==> config.mk <==
export PLATFORM = sky130hd
export DESIGN_NAME = t1pm_top
export DESIGN_NICKNAME = d
export VERILOG_FILES = /design/src/logic/t1pm_pkg.sv /design/src/logic/t1pm_counter.sv /design/src/logic/t1pm_top.sv
export VERILOG_INCLUDE_DIRS = /design/src /design/src/logic
export SDC_FILE = /design/constraint.sdc
export NUM_CORES = 1
export LEC_CHECK = 0
export ABC_CLOCK_PERIOD_IN_PS = 3200
export BUFFER_PORTS_ARGS = -buffer_cell sky130_fd_sc_hd__buf_2
export CORE_UTILIZATION = 29
export DETAILED_ROUTE_END_ITERATION = 16
export PLACE_DENSITY = 0.56
export SYNTH_ARGS = -nofsm -noshare
export SYNTH_HDL_FRONTEND = slang
export SYNTH_SLANG_ARGS = --single-unit
==> constraint.sdc <==
create_clock -name pclk -period 3.2 [get_ports pclk]
set_input_delay 0.8 -clock pclk [delete_from_list [all_inputs] [get_ports pclk]]
set_output_delay 0.8 -clock pclk [all_outputs]
set_load 0.01 [all_outputs]
==> src/logic/t1pm_defs.svh <==
`ifndef T1PM_DEFS_SVH
`define T1PM_DEFS_SVH

// register indexes; byte address is four times the index
`define T1PM_ADDR_W 10
`define T1PM_IDX_INDEX_PORT 8'h0E
`define T1PM_IDX_READ_PORT 8'h0F
`define T1PM_IDX_CONTROL 8'hC2
`define T1PM_IDX_EN_LOW 8'hC3
`define T1PM_IDX_EN_HIGH 8'hC4
`define T1PM_IDX_FLAG_LOW 8'hC5
`define T1PM_IDX_FLAG_HIGH 8'hC6
`define T1PM_IDX_FORMAT 8'hC7

// reset values
`define T1PM_RST_BYTE 8'h00

// control register bits
`define T1PM_CTL_MANUAL 0
`define T1PM_CTL_AUTO 1

// format register fields
`define T1PM_FMT_LSB 0
`define T1PM_FMT_MSB 1
`define T1PM_FMT_B8ZS 2
`define T1PM_FMT_J1 3

// low flag / enable register bits
`define T1PM_BIT_CRC 0
`define T1PM_BIT_DDS 1
`define T1PM_BIT_POS 2
`define T1PM_BIT_SYNC 3
`define T1PM_BIT_PATTERN 4
// high flag / enable register bits
`define T1PM_BIT_LINE 0
`define T1PM_BIT_FRAME 1

// indirect snapshot indexes
`define T1PM_ID_CRC_LO 4'h0
`define T1PM_ID_CRC_HI 4'h1
`define T1PM_ID_FRAME_LO 4'h2
`define T1PM_ID_FRAME_HI 4'h3
`define T1PM_ID_POS 4'h4
`define T1PM_ID_SYNC 4'h5
`define T1PM_ID_PATTERN_LO 4'h6
`define T1PM_ID_PATTERN_HI 4'h7
`define T1PM_ID_LINE_LO 4'h8
`define T1PM_ID_LINE_HI 4'h9
`define T1PM_ID_DDS_LO 4'hA
`define T1PM_ID_DDS_HI 4'hB

// timing
`define T1PM_SEC_NS 1000000000
`define T1PM_CLK_NS 50

`endif

==> src/logic/t1pm_pkg.sv <==
package t1pm_pkg;

    // framing format, as held in the format register
    typedef enum logic [1:0]
    {
        fmt_sf = 2'h0,
        fmt_esf = 2'h1,
        fmt_dm = 2'h2,
        fmt_slc96 = 2'h3
    } t1pm_format_t;

    // one-cycle event strobes from decoder, framer and pattern checker
    typedef struct packed
    {
        logic bipolar_viol;
        logic code_viol;
        logic f_bit_err;
        logic fa_bit_err;
        logic crc6_err;
        logic dds_err;
        logic pos_change;
        logic sync_loss;
        logic pattern_err;
    } t1pm_events_t;

endpackage : t1pm_pkg

==> src/logic/t1pm_counter.sv <==
`timescale 1ns/100ps
`include "t1pm_defs.svh"

// wrapping event counter with clear and one-cycle overflow strobe
module t1pm_counter #(
    parameter int W = 16
) (
    input wire logic pclk, // system clock
    input wire logic presetn, // async reset, active low
    input wire logic inc, // count one event
    input wire logic clr, // start a new interval
    output logic [W-1:0] count_ff, // running count
    output logic ovf_ff // one-cycle overflow strobe
);

    // an event on the clearing cycle seeds the new interval with one
    always_ff @(posedge pclk or negedge presetn)
    begin
        if (!presetn)
            count_ff <= '0;
        else if (clr)
            count_ff <= inc ? W'(1) : '0;
        else if (inc)
            count_ff <= count_ff + W'(1);
    end

    // overflow is the wrap from all ones; a clear hides it
    always_ff @(posedge pclk or negedge presetn)
    begin
        if (!presetn)
            ovf_ff <= 1'b0;
        else
            ovf_ff <= inc && !clr && (count_ff == {W{1'b1}});
    end

endmodule : t1pm_counter

==> src/logic/t1pm_top.sv <==
`timescale 1ns/100ps
`include "t1pm_defs.svh"

module t1pm_top #(
    parameter int unsigned ONE_SEC_CYCLES = `T1PM_SEC_NS / `T1PM_CLK_NS
) (
    input wire logic pclk, // system clock, 20 MHz
    input wire logic presetn, // async reset, active low
    input wire logic psel, // apb select
    input wire logic penable, // apb access phase
    input wire logic pwrite, // apb direction
    input wire logic [`T1PM_ADDR_W-1:0] paddr, // apb byte address
    input wire logic [31:0] pwdata, // apb write data
    output logic [31:0] prdata, // apb read data
    output logic pready, // apb ready
    output logic pslverr, // apb error on unmapped address
    input wire t1pm_pkg::t1pm_events_t events, // event strobes, same clock
    output logic irq // level interrupt, active high
);

    localparam int PW = $clog2(ONE_SEC_CYCLES);

    logic [3:0] index_ff;
    logic [7:0] ctl_ff;
    logic [7:0] en_lo_ff;
    logic [7:0] en_hi_ff;
    logic [7:0] flag_lo_ff;
    logic [7:0] flag_hi_ff;
    logic [7:0] fmt_ff;
    logic manual_prev_ff;
    logic [PW-1:0] presc_ff;
    logic [31:0] prdata_ff;
    logic pslverr_ff;
    logic [15:0] snap_line_ff;
    logic [11:0] snap_frame_ff;
    logic [9:0] snap_crc_ff;
    logic [9:0] snap_dds_ff;
    logic [2:0] snap_pos_ff;
    logic [4:0] snap_sync_ff;
    logic [15:0] snap_pattern_ff;
    logic [15:0] line_cnt;
    logic [11:0] frame_cnt;
    logic [9:0] crc_cnt;
    logic [9:0] dds_cnt;
    logic [2:0] pos_cnt;
    logic [4:0] sync_cnt;
    logic [15:0] pattern_cnt;
    logic line_ovf, frame_ovf, crc_ovf, dds_ovf, pos_ovf, sync_ovf, pattern_ovf;
    logic line_ev, frame_ev, crc_ev, dds_ev, pos_ev, sync_ev, pattern_ev;
    logic [7:0] nxt_flag_lo;
    logic [7:0] nxt_flag_hi;
    logic [7:0] set_lo;
    logic [7:0] set_hi;
    logic [7:0] reg_idx;
    logic setup, wr, tick, manual_edge, snap_now, fmt_ok;
    t1pm_pkg::t1pm_format_t fmt;

    // indexed byte of the snapshot bank; unused indexes read zero
    function automatic logic [7:0] snap_byte(input logic [3:0] id);
        logic [7:0] b;
        b = 8'h00;
        unique case (id)
            `T1PM_ID_CRC_LO: b = snap_crc_ff[7:0];
            `T1PM_ID_CRC_HI: b = {6'h00, snap_crc_ff[9:8]};
            `T1PM_ID_FRAME_LO: b = snap_frame_ff[7:0];
            `T1PM_ID_FRAME_HI: b = {4'h0, snap_frame_ff[11:8]};
            `T1PM_ID_POS: b = {5'h00, snap_pos_ff};
            `T1PM_ID_SYNC: b = {3'h0, snap_sync_ff};
            `T1PM_ID_PATTERN_LO: b = snap_pattern_ff[7:0];
            `T1PM_ID_PATTERN_HI: b = snap_pattern_ff[15:8];
            `T1PM_ID_LINE_LO: b = snap_line_ff[7:0];
            `T1PM_ID_LINE_HI: b = snap_line_ff[15:8];
            `T1PM_ID_DDS_LO: b = snap_dds_ff[7:0];
            `T1PM_ID_DDS_HI: b = {6'h00, snap_dds_ff[9:8]};
            default: b = 8'h00;
        endcase
        return b;
    endfunction : snap_byte

    // true when the register index is mapped
    function automatic logic reg_mapped(input logic [7:0] idx);
        return (idx == `T1PM_IDX_INDEX_PORT) || (idx == `T1PM_IDX_READ_PORT)
            || ((idx >= `T1PM_IDX_CONTROL) && (idx <= `T1PM_IDX_FORMAT));
    endfunction : reg_mapped

    // apb decode; writes land on the access edge, reads are staged at setup
    assign reg_idx = paddr[`T1PM_ADDR_W-1:2];
    assign setup = psel && !penable;
    assign wr = psel && penable && pwrite && reg_mapped(reg_idx);
    assign pready = psel && penable;
    assign prdata = prdata_ff;
    assign pslverr = pslverr_ff && psel && penable;

    // read data captured in setup so the access phase shows a flop
    always_ff @(posedge pclk or negedge presetn)
    begin
        if (!presetn)
        begin
            prdata_ff <= 32'h0000_0000;
            pslverr_ff <= 1'b0;
        end
        else if (setup)
        begin
            pslverr_ff <= !reg_mapped(reg_idx);
            unique case (reg_idx)
                `T1PM_IDX_INDEX_PORT: prdata_ff <= {28'h0000000, index_ff};
                `T1PM_IDX_READ_PORT: prdata_ff <= {24'h000000, snap_byte(index_ff)};
                `T1PM_IDX_CONTROL: prdata_ff <= {24'h000000, ctl_ff};
                `T1PM_IDX_EN_LOW: prdata_ff <= {24'h000000, en_lo_ff};
                `T1PM_IDX_EN_HIGH: prdata_ff <= {24'h000000, en_hi_ff};
                `T1PM_IDX_FLAG_LOW: prdata_ff <= {24'h000000, flag_lo_ff};
                `T1PM_IDX_FLAG_HIGH: prdata_ff <= {24'h000000, flag_hi_ff};
                `T1PM_IDX_FORMAT: prdata_ff <= {24'h000000, fmt_ff};
                default: prdata_ff <= 32'h0000_0000;
            endcase
        end
    end

    // software-written configuration
    always_ff @(posedge pclk or negedge presetn)
    begin
        if (!presetn)
        begin
            index_ff <= 4'h0;
            ctl_ff <= `T1PM_RST_BYTE;
            en_lo_ff <= `T1PM_RST_BYTE;
            en_hi_ff <= `T1PM_RST_BYTE;
            fmt_ff <= `T1PM_RST_BYTE;
        end
        else if (wr)
        begin
            unique case (reg_idx)
                `T1PM_IDX_INDEX_PORT: index_ff <= pwdata[3:0];
                `T1PM_IDX_CONTROL: ctl_ff <= {6'h00, pwdata[1:0]};
                `T1PM_IDX_EN_LOW: en_lo_ff <= {3'h0, pwdata[4:0]};
                `T1PM_IDX_EN_HIGH: en_hi_ff <= {6'h00, pwdata[1:0]};
                `T1PM_IDX_FORMAT: fmt_ff <= {4'h0, pwdata[3:0]};
                default: ;
            endcase
        end
    end

    // one-second prescaler runs free so the interval is steady
    always_ff @(posedge pclk or negedge presetn)
    begin
        if (!presetn)
            presc_ff <= '0;
        else if (tick)
            presc_ff <= '0;
        else
            presc_ff <= presc_ff + PW'(1);
    end
    assign tick = (presc_ff == PW'(ONE_SEC_CYCLES - 1));

    // manual trigger edge against the stored previous bit
    always_ff @(posedge pclk or negedge presetn)
    begin
        if (!presetn)
            manual_prev_ff <= 1'b0;
        else
            manual_prev_ff <= ctl_ff[`T1PM_CTL_MANUAL];
    end
    assign manual_edge = ctl_ff[`T1PM_CTL_MANUAL] && !manual_prev_ff;
    assign snap_now = manual_edge || (tick && ctl_ff[`T1PM_CTL_AUTO]);

    // event routing by format; DM and SLC-96 do not exist in J1
    assign fmt = t1pm_pkg::t1pm_format_t'(fmt_ff[`T1PM_FMT_MSB:`T1PM_FMT_LSB]);
    assign fmt_ok = !(fmt_ff[`T1PM_FMT_J1] && ((fmt == t1pm_pkg::fmt_dm)
        || (fmt == t1pm_pkg::fmt_slc96)));
    assign line_ev = fmt_ff[`T1PM_FMT_B8ZS] ? events.code_viol : events.bipolar_viol;
    assign frame_ev = fmt_ok && ((fmt == t1pm_pkg::fmt_esf) ? events.fa_bit_err
        : events.f_bit_err);
    assign crc_ev = (fmt == t1pm_pkg::fmt_esf) && events.crc6_err;
    assign dds_ev = fmt_ok && (fmt == t1pm_pkg::fmt_dm) && events.dds_err;
    assign pos_ev = fmt_ok && events.pos_change;
    assign sync_ev = fmt_ok && events.sync_loss;
    assign pattern_ev = events.pattern_err;

    // counters; snap_now clears them all at once
    t1pm_counter #(.W(16)) u_line (.pclk(pclk), .presetn(presetn), .inc(line_ev),
        .clr(snap_now), .count_ff(line_cnt), .ovf_ff(line_ovf));
    t1pm_counter #(.W(12)) u_frame (.pclk(pclk), .presetn(presetn), .inc(frame_ev),
        .clr(snap_now), .count_ff(frame_cnt), .ovf_ff(frame_ovf));
    t1pm_counter #(.W(10)) u_crc (.pclk(pclk), .presetn(presetn), .inc(crc_ev),
        .clr(snap_now), .count_ff(crc_cnt), .ovf_ff(crc_ovf));
    t1pm_counter #(.W(10)) u_dds (.pclk(pclk), .presetn(presetn), .inc(dds_ev),
        .clr(snap_now), .count_ff(dds_cnt), .ovf_ff(dds_ovf));
    t1pm_counter #(.W(3)) u_pos (.pclk(pclk), .presetn(presetn), .inc(pos_ev),
        .clr(snap_now), .count_ff(pos_cnt), .ovf_ff(pos_ovf));
    t1pm_counter #(.W(5)) u_sync (.pclk(pclk), .presetn(presetn), .inc(sync_ev),
        .clr(snap_now), .count_ff(sync_cnt), .ovf_ff(sync_ovf));
    t1pm_counter #(.W(16)) u_pattern (.pclk(pclk), .presetn(presetn), .inc(pattern_ev),
        .clr(snap_now), .count_ff(pattern_cnt), .ovf_ff(pattern_ovf));

    // snapshot bank takes the count before the same-edge clear
    always_ff @(posedge pclk or negedge presetn)
    begin
        if (!presetn)
        begin
            snap_line_ff <= 16'h0000;
            snap_frame_ff <= 12'h000;
            snap_crc_ff <= 10'h000;
            snap_dds_ff <= 10'h000;
            snap_pos_ff <= 3'h0;
            snap_sync_ff <= 5'h00;
            snap_pattern_ff <= 16'h0000;
        end
        else if (snap_now)
        begin
            snap_line_ff <= line_cnt;
            snap_frame_ff <= frame_cnt;
            snap_crc_ff <= crc_cnt;
            snap_dds_ff <= dds_cnt;
            snap_pos_ff <= pos_cnt;
            snap_sync_ff <= sync_cnt;
            snap_pattern_ff <= pattern_cnt;
        end
    end

    // sticky flags, write one to clear; a set in the same cycle wins
    always_comb
    begin
        set_lo = 8'h00;
        set_hi = 8'h00;
        set_lo[`T1PM_BIT_CRC] = crc_ovf;
        set_lo[`T1PM_BIT_DDS] = dds_ovf;
        set_lo[`T1PM_BIT_POS] = pos_ovf;
        set_lo[`T1PM_BIT_SYNC] = sync_ovf;
        set_lo[`T1PM_BIT_PATTERN] = pattern_ovf;
        set_hi[`T1PM_BIT_LINE] = line_ovf;
        set_hi[`T1PM_BIT_FRAME] = frame_ovf;
        nxt_flag_lo = flag_lo_ff;
        nxt_flag_hi = flag_hi_ff;
        if (wr && (reg_idx == `T1PM_IDX_FLAG_LOW))
            nxt_flag_lo = flag_lo_ff & ~pwdata[7:0];
        if (wr && (reg_idx == `T1PM_IDX_FLAG_HIGH))
            nxt_flag_hi = flag_hi_ff & ~pwdata[7:0];
        nxt_flag_lo = nxt_flag_lo | set_lo;
        nxt_flag_hi = nxt_flag_hi | set_hi;
    end

    always_ff @(posedge pclk or negedge presetn)
    begin
        if (!presetn)
        begin
            flag_lo_ff <= `T1PM_RST_BYTE;
            flag_hi_ff <= `T1PM_RST_BYTE;
        end
        else
        begin
            flag_lo_ff <= nxt_flag_lo;
            flag_hi_ff <= nxt_flag_hi;
        end
    end

    // level interrupt, masked per flag
    assign irq = |(flag_lo_ff & en_lo_ff) || |(flag_hi_ff & en_hi_ff);
endmodule : t1pm_top

==> reports/metrics.sh <==
OUTCOME='complete, no violations'
YOSYS.AREA_SHARE.SIMPLE_PCT=15.71
DIE-WIDTH_UM=193.2
CHIPHEIGHT_UM=193.2
CLOCK_TREE.BUFFER_DEPTH=3
POSTSYNTHAREAPERCELL_UM2=11.11
ROUTED_VIA_COUNT_DIVIDED_BY_CELL_COUNT=4.883
CORE_AREA_UM2=35740
CTS_RESIZED=0
GRT_MAX_DEGREE=75
VIAS=7237
SYNTH_FA_HA_AREA_SHARE_PCT=1.181
WORST_SETUP_PATH_END_KIND='flip-flop'
SHARE_OF_THE_SYNTHESIZED_AREA_IN_COMPOUND_GATES_AO_OA_AOI_OAI_PCT=7.450
NUM_IO_PINS=91
HTREE_NUM_LEVELS=1
FINAL_MIN_PERIOD_OVER_CLOCK_PERIOD_PCT=77.11
CP_DATA_REQUIRED_TIME_PS=3560
WIRELENGTH_MM=24.93
GRT-OVFL-TOTAL=0
PLACEMENTROWS=69
XOR_AND_XNOR_AREA_SHARE_AFTER_SYNTHESIS_PCT=6.694
P_LEAK_nW=5.521
YS_SEQ_ELEMENTS=219
WL_PER_CELL_UM=16.82
CLK_PIN_SLEW_WORST_SETUP_HOLD_PATHS_PS=60
WORST-PATH-MAX-FANOUT=17
POSTCTSSETUPREPAIRBUFS=0
SYNTH-EDFF-COUNT=0
FINALHOLDWORSTSLACK_PS=230.8
WORST-ENDPOINT-ARRIVAL_PS=2830
CLK-INSERTION-DELAY-LATE_PS=520
CTS_BUFFERS=24
ANTENNA-DIODE-COUNT=0
CRITICAL_PATH_CLASS='flip-flop to flip-flop'
LAYOUT.CELLS.MOST_COMMON='dfrtp_1'
MAXCAPVIOLATIONS=0
TIMING.MAX_SLEW.REL_SLACK_PCT=43.58
DETAIL-ROUTE-ANTENNA-NETS=0
HOLD_CLASS='input port to asynchronous set/reset pin'
SYNTH_CELL_TYPES=64
REGTOREGSTARTPOINT='index_ff[2]'
REMAINING_DRC_ERRORS=0
GLOBAL_ROUTE_WIRE_LENGTH_BEFORE_REPAIR_MM=40.39
FINAL_NET_COUNT=1069
NUMPORTBUFFERS=40
SYNTH_FLOP_CELL='dfrtp_1'
ASYNC_FLOP_SHARE_PCT=100.0
SYN-CELL-AREA_UM2=10600
SEQ_AREA_FRAC_SYNTH_PCT=51.71
SYNTH.MUX.AREA_FRACTION_PCT=12.80
P_PER_AREA_nW_PER_UM2=581.7
PLACE.GP.CONGESTION=0.8363
VDD.IR_DROP.WORST_V=0.0002914
FINAL_CELL_MIX='219 x dfrtp_1, 101 x nor2_1, 85 x mux2_2'
REPORT.FINAL.SLEW_VIOL_COUNT=0
GLOBALROUTETOTALUTIL_PCT=13.83
LAYOUT.FILLER_CELLS=3616
DRT-INITIAL-DRC-COUNT=453
LAYOUT-DRIVE-GT1-SHARE_PCT=19.49
CRIT_PATH_LAUNCH='index_ff[2]'
CTS_TREE='built'
CLOCK_TREE_SKEW_AFTER_FINAL_LAYOUT_PS=16.71
AREA_GROWTH_SYN_TO_LAYOUT_PCT=14.32
POST_SYNTHESIS_CELLS=954
TIMING.FINAL.HOLD_VIOLATIONS=0
DP.FINAL_HPWL_MM=17.52
DIE_AREA_UM2=37310
GRT_SETUP_UNREPAIRED='false'
CLOCK_SINK_COUNT=219
INITIAL_UTILIZATION_PCT=29.65
TIGHTESTPINTRANSITION_PS=838.6
STARTPOINT_TYPE='flip-flop'
GRT_ANTENNA_BEFORE_REPAIR=0
MIN_PERIOD_PS=2468
CTS-ROOT-BUF='clkbuf_16'
FIRST_GLOBAL_VIAS=7184
DRT_FIRST_PASS_ITERS=7
SYNTHESIS.YOSYS.WARNINGS=0
TOTAL_NEGATIVE_SLACK_PS=0
FINALSETUPVIOLCOUNT=0
SYNTH_TOP_FAMILY_BY_AREA='simple AND/OR/NAND/NOR gates'
CTSHOLDBUFFERS=0
MAXCLOCKFREQUENCY_MHz=405.3
-- metrics by stage --
stage | util, % | cells | setup slack [ps] | area [µm²] | total power [mW]
2_1_floorplan | - | 977 | 920.5 | 10680 | 3.963
3_3_place_gp | 31.61 | 1438 | 621.5 | 11300 | 4.254
3_5_place_dp | 31.61 | 1438 | 622.7 | 11300 | 4.290
4_1_cts | 33.90 | 1482 | 747.0 | 12120 | 7.142
5_1_grt | 33.90 | 1482 | 588.2 | 12120 | 7.424
6_report | 33.90 | 1482 | 732.4 | 12120 | 7.048
-- state kept, by name, summed over array words and instances, names as in the netlist, 8 cells and up --
signal	count
snap_crc_ff	10
snap_line_ff	16
snap_dds_ff	10
u_crc.count_ff	10
snap_pattern_ff	16
flag_lo_ff	8
u_line.count_ff	16
prdata	8
presc_ff	25
u_pattern.count_ff	16
u_dds.count_ff	10
flag_hi_ff	8
u_frame.count_ff	12
snap_frame_ff	12
-- final cells by class --
cell class / instances / area (µm²) / area share, %
Clock buffer: 33 / 705.7 / 5.825
Clock inverter: 11 / 112.6 / 0.9295
Inverter: 13 / 48.80 / 0.4028
Multi-Input combinational cell: 679 / 4736 / 39.09
Sequential cell: 219 / 5480 / 45.23
Tap cell: 461 / 576.8 / 4.761
Timing Repair Buffer: 66 / 455.4 / 3.759
-- cell usage after synthesis (all sizes together) (3+ instances only) --
master / number / area, µm²
nor3: 14 / 70.07
o21ai: 28 / 140.1
and3: 20 / 125.1
xnor2: 30 / 262.8
o211ai: 3 / 22.52
or3: 5 / 31.28
o31ai: 4 / 43.79
and3b: 6 / 52.55
mux2: 96 / 1081
nor4bb: 3 / 30.03
clkbuf: 25 / 93.84
nand4: 25 / 162.6
a21o: 8 / 60.06
nand2: 63 / 236.5
o311ai: 8 / 70.07
xor2: 51 / 446.7
nand2b: 7 / 43.79
ha: 10 / 125.1
and4: 5 / 43.79
mux2i: 23 / 230.2
nor4: 5 / 31.28
a22oi: 9 / 67.56
a21boi: 11 / 82.57
inv: 13 / 48.80
a221oi: 3 / 26.28
nor2b: 9 / 56.30
or4: 4 / 30.03
buf: 41 / 325.3
nand3b: 5 / 37.54
a31oi: 3 / 18.77
nor3b: 6 / 45.04
a32o: 4 / 40.04
and2: 5 / 31.28
nand3: 42 / 215.2
a21oi: 18 / 90.09
nor2: 102 / 390.4
dfrtp: 219 / 5480
-- cells by family after synthesis --
family          after synthesis
simple gates                329
fa+ha+maj                    10
xor+xnor                     81
compound gates              114
buf+inv                      79
other cells                   1
mux                         121
flops                       219
-- worst max-delay path, stage by stage (launching register included) --
cell and delay [ps]:
dfrtp_1 670, buf_4 320, mux2i_1 240, nor3_1 60
a211o_1 290, o41ai_1 560, a31oi_1 160
-- report_power, final --
part           internal [mW]  switching (mW)
sequential              3.10           0.326
combinational          0.377           0.425
clock                   1.70            1.12
total                   5.18            1.87
-- routing by layer --
| metal | share of wire, % | global-route usage [%] |
|---|---|---|
| met5 | 0 | 0 |
| met2 | 44 | 21.00 |
| met1 | 49 | 20.38 |
| met3 | 4.5 | 2.118 |
| met4 | 2.2 | 3.636 |
-- worst paths after layout --
| path | depth (start not counted) | end | slack, ps |
|---|---|---|---|
| worst max-delay path | 6 | prdata[1] | 730 |
| worst min-delay path | 1 | snap_frame_ff[4] | 230 |
| worst max register to register | 6 | prdata[1] | 730 |
| worst min register to register | 1 | flag_lo_ff[3] | 430 |
| max in group asynchronous | 2 | snap_frame_ff[11] | 2030 |
| min in group pclk | 1 | flag_lo_ff[3] | 430 |
Note: power is estimated with default switching activity, not from simulation.
